### config.mk
export PLATFORM = sky130hd
export DESIGN_NAME = nvmc_ctrl
export DESIGN_NICKNAME = d
export VERILOG_FILES = /design/src/nvmc_pkg.sv /design/src/nvmc_ctrl.sv /design/src/nvmc_unlock.sv
export SDC_FILE = /design/constraint.sdc
export NUM_CORES = 1
export LEC_CHECK = 0
export BUFFER_PORTS_ARGS = -buffer_cell sky130_fd_sc_hd__buf_4
export CAP_MARGIN = 10
export CORE_MARGIN = 3
export CORE_UTILIZATION = 45
export DETAILED_ROUTE_END_ITERATION = 10
export PLACE_DENSITY = 0.7
export SLEW_MARGIN = 20
export SYNTH_ARGS = -nofsm -noshare
export SYNTH_HDL_FRONTEND = slang
export SYNTH_HIERARCHICAL = 1
export SYNTH_SLANG_ARGS = --single-unit
### constraint.sdc
create_clock -name clk -period 3.1 [get_ports clk]
set_input_delay 0.465 -clock clk [delete_from_list [all_inputs] [get_ports clk]]
set_output_delay 0.465 -clock clk [all_outputs]
set_load 0.005 [all_outputs]
### src/nvmc_pkg.sv
/*
  Shared constants for the nonvolatile self-program controller: register
  offsets, control bit positions, unlock keys, widths, timing and states.
  Assumes a 40 MHz clock where one clock equals one instruction cycle.
*/
package nvmc_pkg;

  ////////////////////////////////////////////////////////////////////////////
  // timing
  localparam int CLK_MHZ           = 40;
  localparam int ERASE_TIME_US     = 4000;
  localparam int ERASE_CYCLES_DFLT = ERASE_TIME_US * CLK_MHZ;
  localparam int EE_WRITE_TIME_US  = 4000;
  localparam int EE_WR_CYCLES_DFLT = EE_WRITE_TIME_US * CLK_MHZ;
  localparam int SKIP_CYCLES       = 2;

  ////////////////////////////////////////////////////////////////////////////
  // widths
  localparam int ADDR_W = 13;
  localparam int WORD_W = 14;
  localparam int CNT_W  = 20;

  ////////////////////////////////////////////////////////////////////////////
  // register byte offsets
  localparam logic [4:0] OFS_CTRL    = 5'h00;
  localparam logic [4:0] OFS_UNLOCK  = 5'h04;
  localparam logic [4:0] OFS_DATA_LO = 5'h08;
  localparam logic [4:0] OFS_DATA_HI = 5'h0c;
  localparam logic [4:0] OFS_ADDR_LO = 5'h10;
  localparam logic [4:0] OFS_ADDR_HI = 5'h14;
  localparam logic [4:0] OFS_STATUS  = 5'h18;

  ////////////////////////////////////////////////////////////////////////////
  // control and status bit positions
  localparam int CTRL_SPACE = 7;
  localparam int CTRL_ABORT = 3;
  localparam int CTRL_ALLOW = 2;
  localparam int CTRL_GO    = 1;
  localparam int CTRL_RD    = 0;
  localparam int STAT_DONE  = 0;

  ////////////////////////////////////////////////////////////////////////////
  // values
  localparam logic [7:0] UNLOCK_KEY1 = 8'h55;
  localparam logic [7:0] UNLOCK_KEY2 = 8'haa;
  localparam logic [1:0] LAST_WORD   = 2'h3;
  localparam logic [7:0] REG_RST     = 8'h00;
  localparam logic [ADDR_W-1:0] PROT_LIM_SEL2 = 13'h0100;
  localparam logic [ADDR_W-1:0] PROT_LIM_SEL1 = 13'h0800;
  localparam logic [ADDR_W-1:0] PROT_LIM_SEL0 = 13'h1000;

  ////////////////////////////////////////////////////////////////////////////
  // states
  typedef enum logic [1:0] {UL_IDLE, UL_KEY1, UL_ARMED} nvmc_unlock_t;
  typedef enum logic [2:0] {ST_IDLE, ST_RD_SKIP, ST_WR_SKIP, ST_EE_WRITE,
                            ST_BLOCK} nvmc_state_t;

endpackage : nvmc_pkg

### src/nvmc_ctrl.sv
/*
  Nonvolatile self-program controller: register file on Avalon-MM, byte
  writes to data memory, program reads and four-word block writes.
  Assumes the core skips instructions while cpu_skip is high and holds
  execution while cpu_stall is high; memory arrays act on start pulses.
*/
// Chosen here: register access over Avalon-MM and the register offsets.
// Behaviour
// write starts only after 55h, AAh to unlock port, then write-go set.
// write-go cannot be set while write-allow is clear.
// hardware never clears write-allow.
// clearing write-allow does not disturb a write in progress.
// write end clears write-go and sets write-done flag.
// firmware clears write-done flag; hardware keeps it set.
// firmware loads address, byte and clears space-select before data write.
// firmware should mask interrupts over the unlock sequence.
// program read uses next two cycles; those two instructions are skipped.
// read word lands in data registers, held until replaced.
// program write only outside the protected region.
// program writes go in aligned blocks of four words.
// each block write is erase then write, never across blocks.
// one sequence per word in order; first three only fill buffer.
// word 11 erases the block and programs all four buffered words.
// firmware fills all four buffer words, re-reading unchanged ones.
// two cycles after write-go are setup; those instructions are skipped.
// block erase stalls the core about 4 ms, clocks keep running.
// execution resumes at the third instruction after write-go.
// a sequence at a forbidden location is ignored.
// firmware checks write-go clear before a new data write.
// unlock port stores nothing and reads zero.
// warm reset during a write sets abort flag, keeps address and data.
// software only sets read-go and write-go; hardware clears them.
// space-select is zero after reset and frozen during writes.
// unlock needs consecutive writes; any other write restarts it.
`timescale 1ns/100ps
module nvmc_ctrl
  import nvmc_pkg::*;
#(
  parameter int ERASE_CYCLES = nvmc_pkg::ERASE_CYCLES_DFLT,
  parameter int EE_WR_CYCLES = nvmc_pkg::EE_WR_CYCLES_DFLT
)
(
  // clock and reset
  input  wire logic                         clk,
  input  wire logic                         rst_n,
  input  wire logic                         warm_rst,
  // avalon-mm slave
  input  wire logic [4:0]                   avs_address,
  input  wire logic                         avs_read,
  input  wire logic                         avs_write,
  input  wire logic [3:0]                   avs_byteenable,
  input  wire logic [31:0]                  avs_writedata,
  output logic      [31:0]                  avs_readdata,
  output logic                              avs_waitrequest,
  // configuration
  input  wire logic [1:0]                   protect_region_sel,
  // core control
  output logic                              cpu_skip,
  output logic                              cpu_stall,
  output logic                              write_done_flag,
  // data memory array
  output logic                              ee_wr_start,
  output logic      [7:0]                   ee_wr_addr,
  output logic      [7:0]                   ee_wr_data,
  // program memory array
  output logic      [nvmc_pkg::ADDR_W-1:0]  flash_rd_addr,
  input  wire logic [nvmc_pkg::WORD_W-1:0]  flash_rd_data,
  output logic                              flash_block_start,
  output logic      [nvmc_pkg::ADDR_W-3:0]  flash_block_addr,
  output logic      [4*nvmc_pkg::WORD_W-1:0] flash_block_data,
  output logic                              nvm_abort
);
  import nvmc_pkg::*;

  initial
  begin
    if (ERASE_CYCLES < 1 || ERASE_CYCLES >= (1 << CNT_W) ||
        EE_WR_CYCLES < 1 || EE_WR_CYCLES >= (1 << CNT_W))
      $error("cycle counts out of range");
  end

  ////////////////////////////////////////////////////////////////////////////
  // register state
  logic              ack;
  logic              space_select;
  logic              write_abort_flag;
  logic              write_allow;
  logic              write_go;
  logic              read_go;
  logic [7:0]        nvm_data_low;
  logic [5:0]        nvm_data_high;
  logic [7:0]        nvm_addr_low;
  logic [4:0]        nvm_addr_high;
  logic [WORD_W-1:0] buffer [0:3];
  nvmc_state_t       state;
  logic [CNT_W-1:0]  cnt;
  logic              armed;

  ////////////////////////////////////////////////////////////////////////////
  // bus decode: a request is taken on the edge where waitrequest is low
  wire logic              wr_take  = avs_write && ack && avs_byteenable[0];
  wire logic [7:0]        wd       = avs_writedata[7:0];
  wire logic              ctrl_wr  = wr_take && avs_address == OFS_CTRL;
  wire logic              unl_wr   = wr_take && avs_address == OFS_UNLOCK;
  wire logic [ADDR_W-1:0] full_adr = {nvm_addr_high, nvm_addr_low};
  wire logic [1:0]        word_sel = nvm_addr_low[1:0];
  wire logic              busy_wr  = (state == ST_EE_WRITE) || (state == ST_BLOCK);

  function automatic logic prot_hit(input logic [1:0] sel, input logic [ADDR_W-1:0] a);
    case (sel)
      2'h2:    prot_hit = (a < PROT_LIM_SEL2);
      2'h1:    prot_hit = (a < PROT_LIM_SEL1);
      2'h0:    prot_hit = (a < PROT_LIM_SEL0);
      default: prot_hit = 1'b0;
    endcase
  endfunction : prot_hit

  wire logic blocked = prot_hit(protect_region_sel, full_adr);
  // the armed state is consumed by this very control write
  // space select as this very control write leaves it, so one write may set space and go
  wire logic space_eff = (ctrl_wr && !write_go) ? wd[CTRL_SPACE] : space_select;
  wire logic go_set  = ctrl_wr && wd[CTRL_GO] && !write_go && !read_go && armed &&
                       write_allow;
  wire logic rd_set  = ctrl_wr && wd[CTRL_RD] && !read_go && !write_go;

  // completion events
  wire logic fin_ee   = (state == ST_EE_WRITE) && cnt == '0;
  wire logic fin_blk  = (state == ST_BLOCK) && cnt == '0;
  wire logic fin_skip = (state == ST_WR_SKIP) && cnt == '0;
  wire logic go_blk   = fin_skip && word_sel == LAST_WORD;
  wire logic fin_rd   = (state == ST_RD_SKIP) && cnt == '0;
  wire logic done_evt = !warm_rst && (fin_ee || fin_blk || (fin_skip && !go_blk));

  nvmc_unlock u_unlock (
    .clk       (clk),
    .rst_n     (rst_n),
    .wr_take   (wr_take),
    .wr_unlock (unl_wr),
    .wdata     (wd),
    .armed     (armed)
  );

  ////////////////////////////////////////////////////////////////////////////
  // avalon handshake and read mux
  always_ff @(posedge clk)
  begin
    if (!rst_n)
    begin
      ack          <= 1'b0;
      avs_readdata <= 32'h0000_0000;
    end
    else
    begin
      ack <= (avs_read || avs_write) && !ack;
      if (avs_read && !ack)
      begin
        case (avs_address)
          OFS_CTRL:    avs_readdata <= {24'h000000, space_select, 3'h0,
                                        write_abort_flag, write_allow, write_go, read_go};
          OFS_UNLOCK:  avs_readdata <= 32'h0000_0000;
          OFS_DATA_LO: avs_readdata <= {24'h000000, nvm_data_low};
          OFS_DATA_HI: avs_readdata <= {26'h0000000, nvm_data_high};
          OFS_ADDR_LO: avs_readdata <= {24'h000000, nvm_addr_low};
          OFS_ADDR_HI: avs_readdata <= {27'h0000000, nvm_addr_high};
          OFS_STATUS:  avs_readdata <= {31'h00000000, write_done_flag};
          default:     avs_readdata <= 32'h0000_0000;
        endcase
      end
    end
  end

  assign avs_waitrequest = !ack;

  ////////////////////////////////////////////////////////////////////////////
  // control register
  always_ff @(posedge clk)
  begin
    if (!rst_n)
    begin
      space_select     <= 1'b0;
      write_abort_flag <= 1'b0;
      write_allow      <= 1'b0;
      write_go         <= 1'b0;
      read_go          <= 1'b0;
    end
    else if (warm_rst)
    begin
      space_select <= 1'b0;
      write_go     <= 1'b0;
      read_go      <= 1'b0;
      if (busy_wr || state == ST_WR_SKIP)
        write_abort_flag <= 1'b1;
    end
    else
    begin
      if (ctrl_wr)
      begin
        write_allow      <= wd[CTRL_ALLOW];
        write_abort_flag <= wd[CTRL_ABORT];
        if (!write_go)
          space_select <= wd[CTRL_SPACE];
      end
      if (go_set)
        write_go <= 1'b1;
      else if (done_evt || (fin_skip && !go_blk))
        write_go <= 1'b0;
      else if (state == ST_IDLE && write_go && space_select && blocked)
        write_go <= 1'b0;
      if (rd_set)
        read_go <= 1'b1;
      else if (fin_rd || (state == ST_IDLE && read_go && !space_select))
        read_go <= 1'b0;
    end
  end

  // set wins over a firmware clear in the same cycle
  always_ff @(posedge clk)
  begin
    if (!rst_n)
      write_done_flag <= 1'b0;
    else if (done_evt)
      write_done_flag <= 1'b1;
    else if (wr_take && avs_address == OFS_STATUS && wd[STAT_DONE])
      write_done_flag <= 1'b0;
  end

  ////////////////////////////////////////////////////////////////////////////
  // address and data registers; warm reset leaves them alone
  always_ff @(posedge clk)
  begin
    if (!rst_n)
    begin
      nvm_data_low  <= REG_RST;
      nvm_data_high <= REG_RST[5:0];
      nvm_addr_low  <= REG_RST;
      nvm_addr_high <= REG_RST[4:0];
      flash_rd_addr <= '0;
    end
    else
    begin
      flash_rd_addr <= full_adr;
      if (wr_take && avs_address == OFS_ADDR_LO && !write_go)
        nvm_addr_low <= wd;
      if (wr_take && avs_address == OFS_ADDR_HI && !write_go)
        nvm_addr_high <= wd[4:0];
      if (fin_rd && !warm_rst)
      begin
        nvm_data_low  <= flash_rd_data[7:0];
        nvm_data_high <= flash_rd_data[WORD_W-1:8];
      end
      else
      begin
        if (wr_take && avs_address == OFS_DATA_LO)
          nvm_data_low <= wd;
        if (wr_take && avs_address == OFS_DATA_HI)
          nvm_data_high <= wd[5:0];
      end
    end
  end

  ////////////////////////////////////////////////////////////////////////////
  // sequencer
  always_ff @(posedge clk)
  begin
    if (!rst_n)
    begin
      state             <= ST_IDLE;
      cnt               <= '0;
      cpu_skip          <= 1'b0;
      cpu_stall         <= 1'b0;
      ee_wr_start       <= 1'b0;
      ee_wr_addr        <= REG_RST;
      ee_wr_data        <= REG_RST;
      flash_block_start <= 1'b0;
      flash_block_addr  <= '0;
      flash_block_data  <= '0;
      nvm_abort         <= 1'b0;
      for (int i = 0; i < 4; i++)
        buffer[i] <= '0;
    end
    else
    begin
      ee_wr_start       <= 1'b0;
      flash_block_start <= 1'b0;
      nvm_abort         <= 1'b0;
      if (warm_rst)
      begin
        nvm_abort <= busy_wr;
        state     <= ST_IDLE;
        cpu_skip  <= 1'b0;
        cpu_stall <= 1'b0;
      end
      else
      begin
        case (state)
          ST_IDLE:
          begin
            if (go_set && !space_eff)
            begin
              state       <= ST_EE_WRITE;
              cnt         <= CNT_W'(EE_WR_CYCLES - 1);
              ee_wr_start <= 1'b1;
              ee_wr_addr  <= nvm_addr_low;
              ee_wr_data  <= nvm_data_low;
            end
            else if (go_set && space_eff && !blocked)
            begin
              buffer[word_sel] <= {nvm_data_high, nvm_data_low};
              state            <= ST_WR_SKIP;
              cnt              <= CNT_W'(SKIP_CYCLES - 1);
              cpu_skip         <= 1'b1;
            end
            else if (rd_set && space_eff)
            begin
              state    <= ST_RD_SKIP;
              cnt      <= CNT_W'(SKIP_CYCLES - 1);
              cpu_skip <= 1'b1;
            end
          end
          ST_RD_SKIP, ST_WR_SKIP:
          begin
            cnt <= cnt - 1'b1;
            if (cnt == '0)
            begin
              cpu_skip <= 1'b0;
              state    <= ST_IDLE;
              if (go_blk)
              begin
                state             <= ST_BLOCK;
                cnt               <= CNT_W'(ERASE_CYCLES - 1);
                cpu_stall         <= 1'b1;
                flash_block_start <= 1'b1;
                flash_block_addr  <= full_adr[ADDR_W-1:2];
                flash_block_data  <= {buffer[3], buffer[2], buffer[1], buffer[0]};
              end
            end
          end
          ST_EE_WRITE, ST_BLOCK:
          begin
            cnt <= cnt - 1'b1;
            if (cnt == '0)
            begin
              state     <= ST_IDLE;
              cpu_stall <= 1'b0;
            end
          end
          default:
            state <= ST_IDLE;
        endcase
      end
    end
  end

  ////////////////////////////////////////////////////////////////////////////
  // checks
  logic [CNT_W-1:0] stall_len;

  always_ff @(posedge clk)
  begin
    if (!rst_n || !cpu_stall)
      stall_len <= CNT_W'(1);
    else
      stall_len <= stall_len + 1'b1;
  end
endmodule : nvmc_ctrl

### src/nvmc_unlock.sv
/*
  Unlock sequence detector: arms after a key1 write then a key2 write to
  the unlock port. Assumes one write strobe per accepted bus write.
*/
`timescale 1ns/100ps
module nvmc_unlock
  import nvmc_pkg::*;
(
  // clock and reset
  input  wire logic       clk,
  input  wire logic       rst_n,
  // register writes
  input  wire logic       wr_take,
  input  wire logic       wr_unlock,
  input  wire logic [7:0] wdata,
  // result
  output logic            armed
);

  nvmc_unlock_t state;

  ////////////////////////////////////////////////////////////////////////////
  // any write that breaks the chain drops back to idle
  always_ff @(posedge clk)
  begin
    if (!rst_n)
      state <= UL_IDLE;
    else if (wr_take)
    begin
      if (wr_unlock && wdata == UNLOCK_KEY1)
        state <= UL_KEY1;
      else if (wr_unlock && wdata == UNLOCK_KEY2 && state == UL_KEY1)
        state <= UL_ARMED;
      else
        state <= UL_IDLE;
    end
  end

  assign armed = (state == UL_ARMED);
endmodule : nvmc_unlock

* After elaboration in Yosys (flattened, before gate mapping)
Memories as Yosys holds them, arrays and structs flattened. A register that Yosys moved wholly into a read port is not among the register bits.
Index checks and enable logic that the tools add are counted.
** Word-level totals
- Output and inout bits :: 135
- Bits of input ports :: 62
- Memories :: 1
- Logic and storage cells :: 202
- Memory bits (writable) :: 56
- Register bits after elaboration :: 136
** Operators by class
- Bitwise operators :: 6
- Muxes and demuxes :: 52
- Add/sub/neg operators :: 1
- Order comparisons :: 3
- Equal/unequal tests :: 24
- Reductions and logical operators :: 91
** Memories
- buffer :: words 4, bits a word 14, rd ports 4, clocked after memory_dff 4, write ports 4, RTL line nvmc_ctrl.sv:94 : logic [WORD_W-1:0] buffer [0:3];
** Operator list (number)
- 2-to-1 mux 20 bit :: 5
- case mux 20 bit (3 select lines) :: 1
- case mux 8 bit (6 select lines) :: 1
- logical AND 1 bit :: 43
- 2-to-1 mux 1 bit :: 27
- logical NOT 20 bit :: 1
- subtractor 20 x 1 -> 20 bit (second input constant) :: 1
- 2-to-1 mux 3 bit :: 6
- 2-to-1 mux 8 bit :: 2
- equality test 5 bit (second input constant) :: 3
- 2-to-1 mux 14 bit :: 1
- nonzero test 2 bit :: 7
- OR reduction 14 bit :: 1
- less-than comparator 13 x 12 -> 1 bit (second input constant) :: 1
- less-than comparator 13 bit (second input constant) :: 1
- less-than comparator 13 x 9 -> 1 bit (second input constant) :: 1
- logical NOT 1 bit :: 12
- 2-to-1 mux 6 bit :: 2
- AND reduction 4 bit :: 3
- equality test 5 x 4 -> 1 bit (second input constant) :: 2
- case mux 3 bit (3 select lines) :: 1
- AND reduction 3 bit :: 3
- equality test 8 x 7 -> 1 bit (second input constant) :: 1
- equality test 8 bit (second input constant) :: 1
- 23 further kinds :: 50

* Longest topological paths before layout
Gate-level depths: netlist (run 1).
- Depth after elaboration :: 18
- Gate-level depth with buffers :: 10
- Gate-level depth less buffers :: 8

* Hierarchy
Netlist (run 1), hierarchy kept.
** Modules (own cells, without submodules)
- nvmc_ctrl :: area an instance 9395.3 um^2, times used 1, cells each 1030, sequential area each 5004.8 um^2
- nvmc_unlock :: area an instance 146.4 um^2, times used 1, cells each 15, sequential area each 40.0 um^2

* Least setup slack after synthesis (run 1)
Ideal clock, no wire load.
- Path type :: input to register
- Start point :: input port avs_address[4]
- End point :: memory buffer[3][0], enable pin
- Stages on the path :: 7
- Library setup time :: 0.404 ns
- Path slack :: -0.086 ns
- Required time :: 2.696 ns
- Buffers on the path :: 2
- Arrival :: 2.781 ns
- Cell sequence :: clkbuf_1 -> or4_4 -> nor2_4 -> and4_1 -> buf_2 -> nand3_1 -> o21ai_0
** RTL lines
- from (decl) :: RTL line nvmc_ctrl.sv:48 : input wire logic [4:0] avs_address,
- to (decl) :: RTL line nvmc_ctrl.sv:94

* Worst setup path in the final report (run 1)
- Start point :: register cnt[5]
- End point :: register flash_block_data[52] (netlist bit) (read register of buffer)
** On the way
- Cells in the longest elaborated chain, start to end :: 4
** RTL lines
- from (decl) :: RTL line nvmc_ctrl.sv:96 : logic [CNT_W-1:0] cnt;
- from (signal assigned) :: RTL line nvmc_ctrl.sv:301 : cnt <= CNT_W'(EE_WR_CYCLES - 1);
- from (signal assigned) :: RTL line nvmc_ctrl.sv:310 : cnt <= CNT_W'(SKIP_CYCLES - 1);
- from (signal assigned) :: RTL line nvmc_ctrl.sv:316 : cnt <= CNT_W'(SKIP_CYCLES - 1);
- logical NOT 20 bit (*) :: RTL line nvmc_ctrl.sv:129, nvmc_ctrl.sv:323
- logical AND 1 bit :: RTL line nvmc_ctrl.sv:129 : wire logic fin_skip = (state == ST_WR_SKIP) && cnt == '0;
- logical AND 1 bit :: RTL line nvmc_ctrl.sv:130 : wire logic go_blk = fin_skip && word_sel == LAST_WORD;
- AND reduction 4 bit (no line) (*)
- to (decl) :: RTL line nvmc_ctrl.sv:70 : output logic [4*nvmc_pkg::WORD_W-1:0] flash_block_data,
Every way passes the cells marked *; elsewhere a longest branch is shown, timed or not.
A chain may end at the register's enable or synchronous reset.

==> metrics.txt, run 1 <==
met3 usage in global routing=around 3.5%; via count of the first global-routing pass=7458; Bufs and invs on worst path=1; dominant synthesized flop cell=sky130_fd_sc_hd__dfxtp_1; launch point of the worst hold path=avs_read; largest stage delay on the critical path=around 600 ps; mean area per synthesized cell=9.13 um2; number of library cell types mapped by synthesis=74; count of cells along the worst register-to-register path=7; routability-driven placement congestion ratio=0.933; #FFs+latches synth=roughly 220; share of cells above drive strength 1=19.8%; Clock Path Buffers=3; commonest non-fill, non-tap cells in the layout=sky130_fd_sc_hd__nand2_1, sky130_fd_sc_hd__buf_4, sky130_fd_sc_hd__dfxtp_1, sky130_fd_sc_hd__a21oi_1, sky130_fd_sc_hd__nor2_1; post-CTS setup buffers=0; number of buffers inserted by port buffering=145; hold endpoint=ack; mean routed wirelength per cell=17.8 um; Worst Path Class, Setup=reg -> reg; count of vias placed by the detailed router=between 7000 and 8000; worst relative slew slack=49.5%; power density of the placed cells=between 500 and 600 nW/um2; fin nets=1257; number of buffers created by CTS=24; routed wire length=roughly 26000 um; total congestion overflow=0; CTS root buffer=sky130_fd_sc_hd__clkbuf_16; register-to-register setup slack=590 ps; maximum number of pins on one net before global-route repair=59; top achievable clock speed=0.398 GHz; violation count after the first detailed-route iteration=about 630; cell depth of the worst hold path=3; Setup-failing EPs final=0; CTS-repair resized insts=0; Chip Width=152 um; result of the run=finished clean; Hold WC Path Type=in -> reg; number of search-and-repair iterations in the first detailed-routing pass=5; per-cell via count in the routed design=~5.4; Largest delay share family, worst path=simple AND/OR/NAND/NOR gates; dpl hpwl=about 18000 um; effective utilization at floorplan=a little under half; CTS tree=built; number of nets with antenna violations after routing=0; total routing usage reported by global routing=22.0%; area of the mapped netlist=9540 um2; yosys warns=6; number of violations of the max-capacitance limit=0; highest net fanout along the worst path=57; setup repair after global routing missed its margin=no; Tcrit/Tclk final=between 80% and 90%; Async S/R FF share, synth=0%; Area Growth Syn to Fin=22.3%; worst ir drop on vdd=0.395 mV; CP startpoint kind=flop; total I/O pin count=roughly 200; Die Height=152 um; number of pins exceeding their max-slew limit in the final report=0; clock transition at the registers of the reported paths=about 60 ps; ordered cell list for the critical path=nor3_1 > and4_1 > nand3_1 > nor2_4 > buf_12 > nand2_1 > a21oi_1; H-tree lvl count=1; shortest clock period the worst path allows after layout=about 2500 ps; global-route wire length before repair=40200 um; die area=around 23000 um2; Most Crowded Layer GR=met2; met1 demand-to-capacity share in global routing=30.5%; synthesized instance count=~1000; kind of end point of the critical path=flop; Diodes inserted=0; standard-cell row count=52; terminus of the critical flop-to-flop path=flash_block_data[52]; EDFF count, synth=56; master of the slowest instance on the critical path=sky130_fd_sc_hd__nor3_1; slew of the pin with the lowest slew margin=752 ps; most frequent standard cell in the layout excluding fill and tap cells=sky130_fd_sc_hd__nand2_1; core area=around 21000 um2; TritonCTS Sinks=approximately 220; data required time at the worst endpoint=between 3000 and 4000 ps; sequential cell area fraction in the yosys report=52.9%; Arr. time, crit path=2950 ps; number of hold buffers added after cts=0; source of the worst register-to-register timing path=cnt[5]; final setup TNS=0 ps; post-layout util=56.8%; Remaining DRCs=0; antenna violations before repair=0; clock insertion delay at the later pin of the skew report=520 ps; GR Util met2=35.7%; Fin Clk Skew=approximately 23 ps; number of failing hold endpoints at the final stage=0; Leakage=4.51 nW
==> state kept, by name, summed over array words and instances, names as in the netlist, 2 cells and up <==
name              count
ee_wr_data            8
flash_rd_addr        13
cnt                  20
avs_readdata          8
flash_block_data     56
nvm_data_high         6
buffer               56
ee_wr_addr            8
nvm_addr_high         5
flash_block_addr     11
nvm_data_low          8
state                 3
nvm_addr_low          8
u_unlock/state        2
==> cells in the mapped netlist (4+ instances only) <==
cell type	count	area [um2]
sky130_fd_sc_hd__dfxtp_1	168	3360
sky130_fd_sc_hd__a21oi_1	125	626
sky130_fd_sc_hd__nand3b_1	5	37.5
sky130_fd_sc_hd__nor2b_1	4	25.0
sky130_fd_sc_hd__buf_2	16	80.1
sky130_fd_sc_hd__a22oi_1	4	30.0
sky130_fd_sc_hd__inv_1	9	33.8
sky130_fd_sc_hd__nand2b_1	6	37.5
sky130_fd_sc_hd__nor4_1	7	43.8
sky130_fd_sc_hd__clkbuf_1	40	150
sky130_fd_sc_hd__a211oi_1	18	135
sky130_fd_sc_hd__o21ai_0	29	145
sky130_fd_sc_hd__nand3_1	18	90.1
sky130_fd_sc_hd__nand2_1	189	709
sky130_fd_sc_hd__a221oi_1	7	61.3
sky130_fd_sc_hd__a31oi_1	8	50.1
sky130_fd_sc_hd__nor2_1	107	402
sky130_fd_sc_hd__nand4_1	4	25.0
sky130_fd_sc_hd__o22ai_1	9	56.3
sky130_fd_sc_hd__nor3_1	16	80.1
sky130_fd_sc_hd__buf_4	25	188
sky130_fd_sc_hd__mux2i_1	32	320
sky130_fd_sc_hd__and2_1	71	444
sky130_fd_sc_hd__edfxtp_1	56	1680
==> worst max-delay path by stage <==
| stage | from | to | slack, ps | cells after the start |
|---|---|---|---|---|
| floorplan | avs_address[4] | buffer[3][0] | 290 | 7 |
| global placement | avs_address[1] | buffer[2][6] | 160 | 8 |
| detailed placement | avs_address[1] | buffer[2][6] | 120 | 8 |
| CTS | cnt[5] | flash_block_data[51] | 630 | 7 |
| global route | cnt[5] | flash_block_data[51] | 330 | 7 |
| finish | cnt[5] | flash_block_data[52] | 590 | 7 |
==> stage by stage <==
stage	hold slack, ps	cells	setup slack [ps]	total power, mW	instance area (um2)
global route	256	1481	327	6.06	11700
global placement	440	1437	165	3.29	10900
finish	240	1481	588	5.91	11700
CTS	233	1481	626	5.93	11700
detailed placement	444	1437	123	3.30	10900
floorplan	423	1068	294	3.22	9630
==> routing by layer <==
layer	part of all wire, %	vias to the layer above
met5	0	-
met4	2.7	0
met3	6.6	50
met2	46	301
met1	44	3730
li1	-	3880
==> kinds of logic after synthesis <==
kind of cell	share of synthesized area (%)
AND/OR/NAND/NOR	23.9
AO/OA/AOI/OAI	14.1
flip-flops	52.9
buffers and inverters	5.18
multiplexers	3.51
adder cells (fa/ha/maj)	0.262
other	0.0393
XOR/XNOR	0.0918
==> worst reg2reg max path, cell delays in order, from the launching register on <==
cell and delay, ps:
sky130_fd_sc_hd__dfxtp_1 380, sky130_fd_sc_hd__nor3_1 610, sky130_fd_sc_hd__and4_1 380, sky130_fd_sc_hd__nand3_1 140
sky130_fd_sc_hd__nor2_4 340, sky130_fd_sc_hd__buf_12 280, sky130_fd_sc_hd__nand2_1 160, sky130_fd_sc_hd__a21oi_1 140
==> power breakdown <==
| group | internal [mW] | leakage [nW] | total (mW) | switching, mW |
|---|---|---|---|---|
| sequential | 3.03 | 1.88 | 3.04 | 0.0134 |
| combinational | 0.0591 | 2.27 | 0.192 | 0.133 |
| clock | 1.53 | 0.352 | 2.67 | 1.14 |
| total | 4.61 | 4.51 | 5.91 | 1.29 |
==> cell type report <==
cell class	count	area (um2)
Fill cell	1843	8890
Sequential cell	224	5040
Multi-Input combinational cell	749	4100
Timing Repair Buffer	184	1420
Clock buffer	35	683
Tap cell	270	338
Clock inverter	9	45.0
Inverter	10	38.8
Power figures use the tool's default switching activity.
==> run 2: changes to the inputs <==
--- a/config.mk
+++ b/config.mk
@@ -10,7 +10,7 @@
 export CORE_MARGIN = 3
 export CORE_UTILIZATION = 45
 export DETAILED_ROUTE_END_ITERATION = 10
-export PLACE_DENSITY = 0.7
+export PLACE_DENSITY = 0.68
 export SLEW_MARGIN = 20
 export SYNTH_ARGS = -nofsm -noshare
 export SYNTH_HDL_FRONTEND = slang
==> constraint.sdc (replaced) <==
create_clock -name clk -period 2.5 [get_ports clk]
set_input_delay 0.375 -clock clk [delete_from_list [all_inputs] [get_ports clk]]
set_output_delay 0.375 -clock clk [all_outputs]
set_load 0.005 [all_outputs]
==> run 2 against run 1 <==
Utilization is 1.5 points higher. Setup slack worse by 420 ps. Hold slack got worse by 88 ps. Die area is the same. Critical path depth shrank 1. Combinational power rose by 34%. Largest power group unchanged.
==> metrics.txt, run 2 (same netlist as run 1, synthesis figures left out) <==
result of the run=finished clean; number of pins exceeding their max-slew limit in the final report=0 (unchanged); total congestion overflow=0 (unchanged); fin nets=1284 (+2.1%); commonest non-fill, non-tap cells in the layout=sky130_fd_sc_hd__buf_4, sky130_fd_sc_hd__nand2_1, sky130_fd_sc_hd__dfxtp_1, sky130_fd_sc_hd__a21oi_1, sky130_fd_sc_hd__nor2_1; placement-stage cell area=11200 um2 (+2.8%); number of violations of the max-capacitance limit=0 (unchanged); mean routed wirelength per cell=17.5 um (-1.5%); Setup-failing EPs final=0 (unchanged); Tcrit/Tclk final=93.5% (+12 points); largest registers=buffer x56, flash_block_data x56, cnt x20; Finished Layout Cells=1507 (+1.8%); CTS tree=built; post-layout util=58.2% (+1.5 points); total routing usage reported by global routing=22.2% (+0.27 points); standard-cell row count=52 (unchanged); worst relative slew slack=60.3% (+11 points); top achievable clock speed=0.428 GHz (+7.5%); Area Growth Syn to Fin=25.4%; TritonCTS Sinks=224 (unchanged); CTS root buffer=sky130_fd_sc_hd__clkbuf_16; number of search-and-repair iterations in the first detailed-routing pass=5 (unchanged); total I/O pin count=197 (unchanged); global-route wire length before repair=40500 um (+0.57%); Die Height=152 um (unchanged); setup repair after global routing missed its margin=no; data required time at the worst endpoint=2710 ps (-820 ps); maximum number of pins on one net before global-route repair=83 (+41%); violation count after the first detailed-route iteration=690 (+9.0%); number of buffers inserted by port buffering=145 (unchanged); number of nets with antenna violations after routing=0 (unchanged); Leakage=4.67 nW (+3.5%); final instance area=12000 um2 (+2.6%); routability-driven placement congestion ratio=0.923 (-1.0%); number of buffers created by CTS=23 (-4.2%); most frequent standard cell in the layout excluding fill and tap cells=sky130_fd_sc_hd__buf_4; CTS-repair resized insts=0 (unchanged); Fin Clk Skew=11.8 ps (-10.9 ps); Remaining DRCs=0 (unchanged); Diodes inserted=0 (unchanged); effective utilization at floorplan=46.4% (unchanged); placed cell count=1465 (+1.9%); power density of the placed cells=611 nW/um2 (+21%); highest net fanout along the worst path=15 (-74%); slew of the pin with the lowest slew margin=593 ps (-158 ps); CP startpoint kind=flop; Chip Width=152 um (unchanged); shortest clock period the worst path allows after layout=2340 ps (-175 ps); core area=20600 um2 (unchanged); number of failing hold endpoints at the final stage=0 (unchanged); H-tree lvl count=1 (unchanged); via count of the first global-routing pass=7649 (+2.6%); number of hold buffers added after cts=0 (unchanged); share of cells above drive strength 1=22.2% (+2.3 points); worst ir drop on vdd=0.554 mV (+40%); Filler Cell Count=1862 (+1.0%); Clock Path Buffers=3 (unchanged); count of vias placed by the detailed router=8139 (+2.2%); Worst Path Class, Setup=reg -> reg; routed wire length=26400 um (+0.22%); Arr. time, crit path=2540 ps (-410 ps); clock transition at the registers of the reported paths=60 ps (about the same); antenna violations before repair=0 (unchanged); Hold WC Path Type=in -> reg; clock insertion delay at the later pin of the skew report=520 ps (about the same); post-CTS setup buffers=0 (unchanged); dpl hpwl=18300 um (+0.85%); kind of end point of the critical path=flop; per-cell via count in the routed design=5.40 (+0.47%); die area=23000 um2 (unchanged)
==> run 2: cell types whose count changed in the layout (fill, tap and decap cells not counted), sizes merged <==
cell and change:
clkinvlp +1, bufinv +1, buf +28, inv +1, clkbuf -7, clkinv +2
==> run 2: worst paths after layout <==
path | start | endpoint | slack, ps | cells past startpoint
max reg2reg | ack | buffer[1][6] | 160 | 6
min | flash_rd_data[7] | nvm_data_low[7] | 150 | 3
min reg2reg | flash_block_data[0] | flash_block_data[0] | 450 | 2
max | ack | buffer[1][6] | 160 | 6
==> run 2: per-layer routing <==
metal | part of all wire, % | up-vias | GRT usage, %
li1 | - | 3947 | -
met1 | 44 | 3850 | 30.4
met2 | 47 | 298 | 37.0
met3 | 6.7 | 44 | 3.69
met4 | 2.0 | 0 | 5.53
met5 | 0 | - | 0
==> run 2: critical path: stages (launching register included) <==
cell                       delay (ps)
sky130_fd_sc_hd__dfxtp_1          380
sky130_fd_sc_hd__nand3_1          240
sky130_fd_sc_hd__nor4_4           330
sky130_fd_sc_hd__mux2_4           250
sky130_fd_sc_hd__and4_4           240
sky130_fd_sc_hd__and3b_4          300
sky130_fd_sc_hd__nand2b_4         290
==> run 2: power by group <==
part | internal [mW] | switching, mW | total (mW)
clock network | 1.85 | 1.44 | 3.28
logic | 0.0878 | 0.170 | 0.258
registers | 3.76 | 0.0173 | 3.77
==> run 2: through the flow <==
stage | TNS [ps] | power, mW | hold WS, ps | worst slack, ps
after CTS | 0 | 7.35 | 140 | 203
after global placement | -3820 | 4.10 | 440 | -147
after detailed placement | -5570 | 4.11 | 443 | -177
after global routing | 0 | 7.51 | 144 | 105
after floorplan | 0 | 3.99 | 423 | 15.8
final | 0 | 7.31 | 152 | 163
==> run 2: final cells by class <==
class / instances / area (um2) / share of cell area [%]
multi-input combinational: 749 / 4120 / 34.4
clock buffer: 28 / 604 / 5.05
sequential: 224 / 5040 / 42.1
tap: 270 / 338 / 2.82
clock inverter: 14 / 116 / 0.972
inverter: 10 / 38.8 / 0.324
timing repair buffer: 212 / 1700 / 14.2
==> run 3: changes to the inputs <==
--- a/config.mk
+++ b/config.mk
@@ -11,6 +11,7 @@
 export CORE_UTILIZATION = 45
 export DETAILED_ROUTE_END_ITERATION = 10
 export PLACE_DENSITY = 0.68
+export RECOVER_POWER = 25
 export SLEW_MARGIN = 20
 export SYNTH_ARGS = -nofsm -noshare
 export SYNTH_HDL_FRONTEND = slang
==> run 3 against run 2 <==
Clock power is essentially flat. Power is essentially flat. Clock skew shrank 1.3 ps. Die area is the same. Global-route usage is the same. Setup slack gained 12 ps. Sequential cell count is the same. Final area shrank 0.60%. Fmax grew 0.50%. Non-clock buffer count is the same. Largest power group unchanged.
==> metrics.txt, run 3 (same netlist as run 1, synthesis figures left out) <==
Setup-failing EPs final=0 (unchanged); ordered cell list for the critical path=nand3_1 > nor4_4 > mux2_4 > and4_4 > and3b_4 > nand2b_4; clock transition at the registers of the reported paths=60 ps (about the same); global-route wire length before repair=40500 um (unchanged); count of vias placed by the detailed router=8087 (-0.64%); die area=23000 um2 (unchanged); commonest non-fill, non-tap cells in the layout=sky130_fd_sc_hd__nand2_1, sky130_fd_sc_hd__dfxtp_1, sky130_fd_sc_hd__a21oi_1, sky130_fd_sc_hd__buf_4, sky130_fd_sc_hd__nor2_1; number of pins exceeding their max-slew limit in the final report=0 (unchanged); via count of the first global-routing pass=7649 (unchanged); Fin Clk Skew=10.6 ps (-1.26 ps); total I/O pin count=197 (unchanged); number of buffers inserted by port buffering=145 (unchanged); maximum number of pins on one net before global-route repair=83 (unchanged); data required time at the worst endpoint=2700 ps (about the same); mean routed wirelength per cell=17.4 um (-0.52%); CTS tree=built; Remaining DRCs=0 (unchanged); power density of the placed cells=615 nW/um2 (+0.59%); post-CTS setup buffers=0 (unchanged); effective utilization at floorplan=46.4% (unchanged); setup repair after global routing missed its margin=no; Tcrit/Tclk final=93.0% (-0.47 points); Clock Path Buffers=3 (unchanged); largest stage delay on the critical path=380 ps (about the same); most frequent standard cell in the layout excluding fill and tap cells=sky130_fd_sc_hd__nand2_1; clock insertion delay at the later pin of the skew report=520 ps (about the same); worst hold margin=151 ps (-1.92 ps); Area Growth Syn to Fin=24.7%; dpl hpwl=18300 um (unchanged); kind of end point of the critical path=flop; CTS root buffer=sky130_fd_sc_hd__clkbuf_16; register-to-register setup slack=170 ps (about the same); largest registers=buffer x56, flash_block_data x56, cnt x20; H-tree lvl count=1 (unchanged); Chip Width=152 um (unchanged); highest net fanout along the worst path=15 (unchanged); routability-driven placement congestion ratio=0.923 (unchanged); antenna violations before repair=0 (unchanged); top achievable clock speed=0.430 GHz (+0.50%); Hold WC Path Type=in -> reg; share of cells above drive strength 1=20.6% (-1.5 points); fin nets=1284 (unchanged); Diodes inserted=0 (unchanged); CP startpoint kind=flop; hold endpoint=nvm_data_low[7]; routed wire length=26200 um (-0.52%); cell depth of the worst hold path=3 (unchanged); launch point of the worst hold path=flash_rd_data[7]; violation count after the first detailed-route iteration=630 (-8.7%); core area=20600 um2 (unchanged); number of hold buffers added after cts=0 (unchanged); TritonCTS Sinks=224 (unchanged); number of failing hold endpoints at the final stage=0 (unchanged); result of the run=finished clean; number of violations of the max-capacitance limit=0 (unchanged); Leakage=4.55 nW (-2.4%); source of the worst register-to-register timing path=ack; CTS-repair resized insts=0 (unchanged); total routing usage reported by global routing=22.2% (unchanged); per-cell via count in the routed design=5.37 (-0.64%); total congestion overflow=0 (unchanged); shortest clock period the worst path allows after layout=2330 ps (-11.6 ps); master of the slowest instance on the critical path=sky130_fd_sc_hd__dfxtp_1; count of cells along the worst register-to-register path=6 (unchanged); number of search-and-repair iterations in the first detailed-routing pass=7 (+2); standard-cell row count=52 (unchanged); worst ir drop on vdd=0.555 mV (+0.26%); worst relative slew slack=41.8% (-19 points); slew of the pin with the lowest slew margin=874 ps (+280 ps); number of nets with antenna violations after routing=0 (unchanged); Arr. time, crit path=2530 ps (about the same); Die Height=152 um (unchanged); Worst Path Class, Setup=reg -> reg; number of buffers created by CTS=23 (unchanged); post-layout util=57.9% (-0.35 points); terminus of the critical flop-to-flop path=buffer[1][6]
-- run 3: cell count changes in the layout (fill, tap and decap cells not counted) --
cell | previous run | this run
sky130_fd_sc_hd__clkbuf_4 | 0 | 65
sky130_fd_sc_hd__clkbuf_2 | 0 | 1
sky130_fd_sc_hd__clkinv_2 | 4 | 3
sky130_fd_sc_hd__and2_1 | 71 | 70
sky130_fd_sc_hd__buf_4 | 203 | 119
sky130_fd_sc_hd__clkbuf_1 | 4 | 22
sky130_fd_sc_hd__inv_1 | 9 | 10
sky130_fd_sc_hd__and2_0 | 0 | 1
-- run 3: cell type report --
class                           count  area, um2
Fill cell                        1874       8660
Sequential cell                   224       5040
Multi-Input combinational cell    749       4120
Timing Repair Buffer              212       1630
Clock buffer                       28        604
Tap cell                          270        338
Clock inverter                     14        116
Inverter                           10       37.5
-- run 3: power by group --
part           switching (mW)  internal, mW
clock                    1.44          1.85
combinational           0.169        0.0857
sequential             0.0174          3.76
total                    1.62          5.69
-- run 3: routing by layer --
| layer | global-route usage [%] | wire, um | up-vias |
|---|---|---|---|
| met5 | 0 | 0 | - |
| met4 | 5.53 | 470 | 0 |
| met3 | 3.69 | 1690 | 39 |
| met2 | 37.0 | 12400 | 294 |
| met1 | 30.4 | 11700 | 3811 |
| li1 | - | - | 3943 |
-- run 3: how the worst max path moves through the flow --
stage,start,to,cells after the start
CTS,ack,buffer[1][9],6
global placement,avs_address[1],buffer[1][5],7
floorplan,avs_address[4],buffer[0][0],8
finish,ack,buffer[1][6],6
global route,ack,buffer[1][6],6
detailed placement,avs_address[1],buffer[1][11],7
-- run 3: worst max-delay path: cells and delay by family, from the launching register on --
family / cells / cell delay, ps
and+or+nand+nor: 5 / 1380
muxes: 1 / 250
DFF: 1 / 380
-- run 3: through the flow --
step | instance area, um2 | instances | power (mW) | worst slack, ps | TNS, ps
after floorplan | 9650 | 1068 | 3.99 | 15.8 | 0
after global placement | 11200 | 1465 | 4.10 | -147 | -3820
after detailed placement | 11200 | 1465 | 4.11 | -177 | -5570
after CTS | 12000 | 1507 | 7.35 | 203 | 0
after global routing | 11900 | 1507 | 7.51 | 101 | 0
final | 11900 | 1507 | 7.31 | 174 | 0
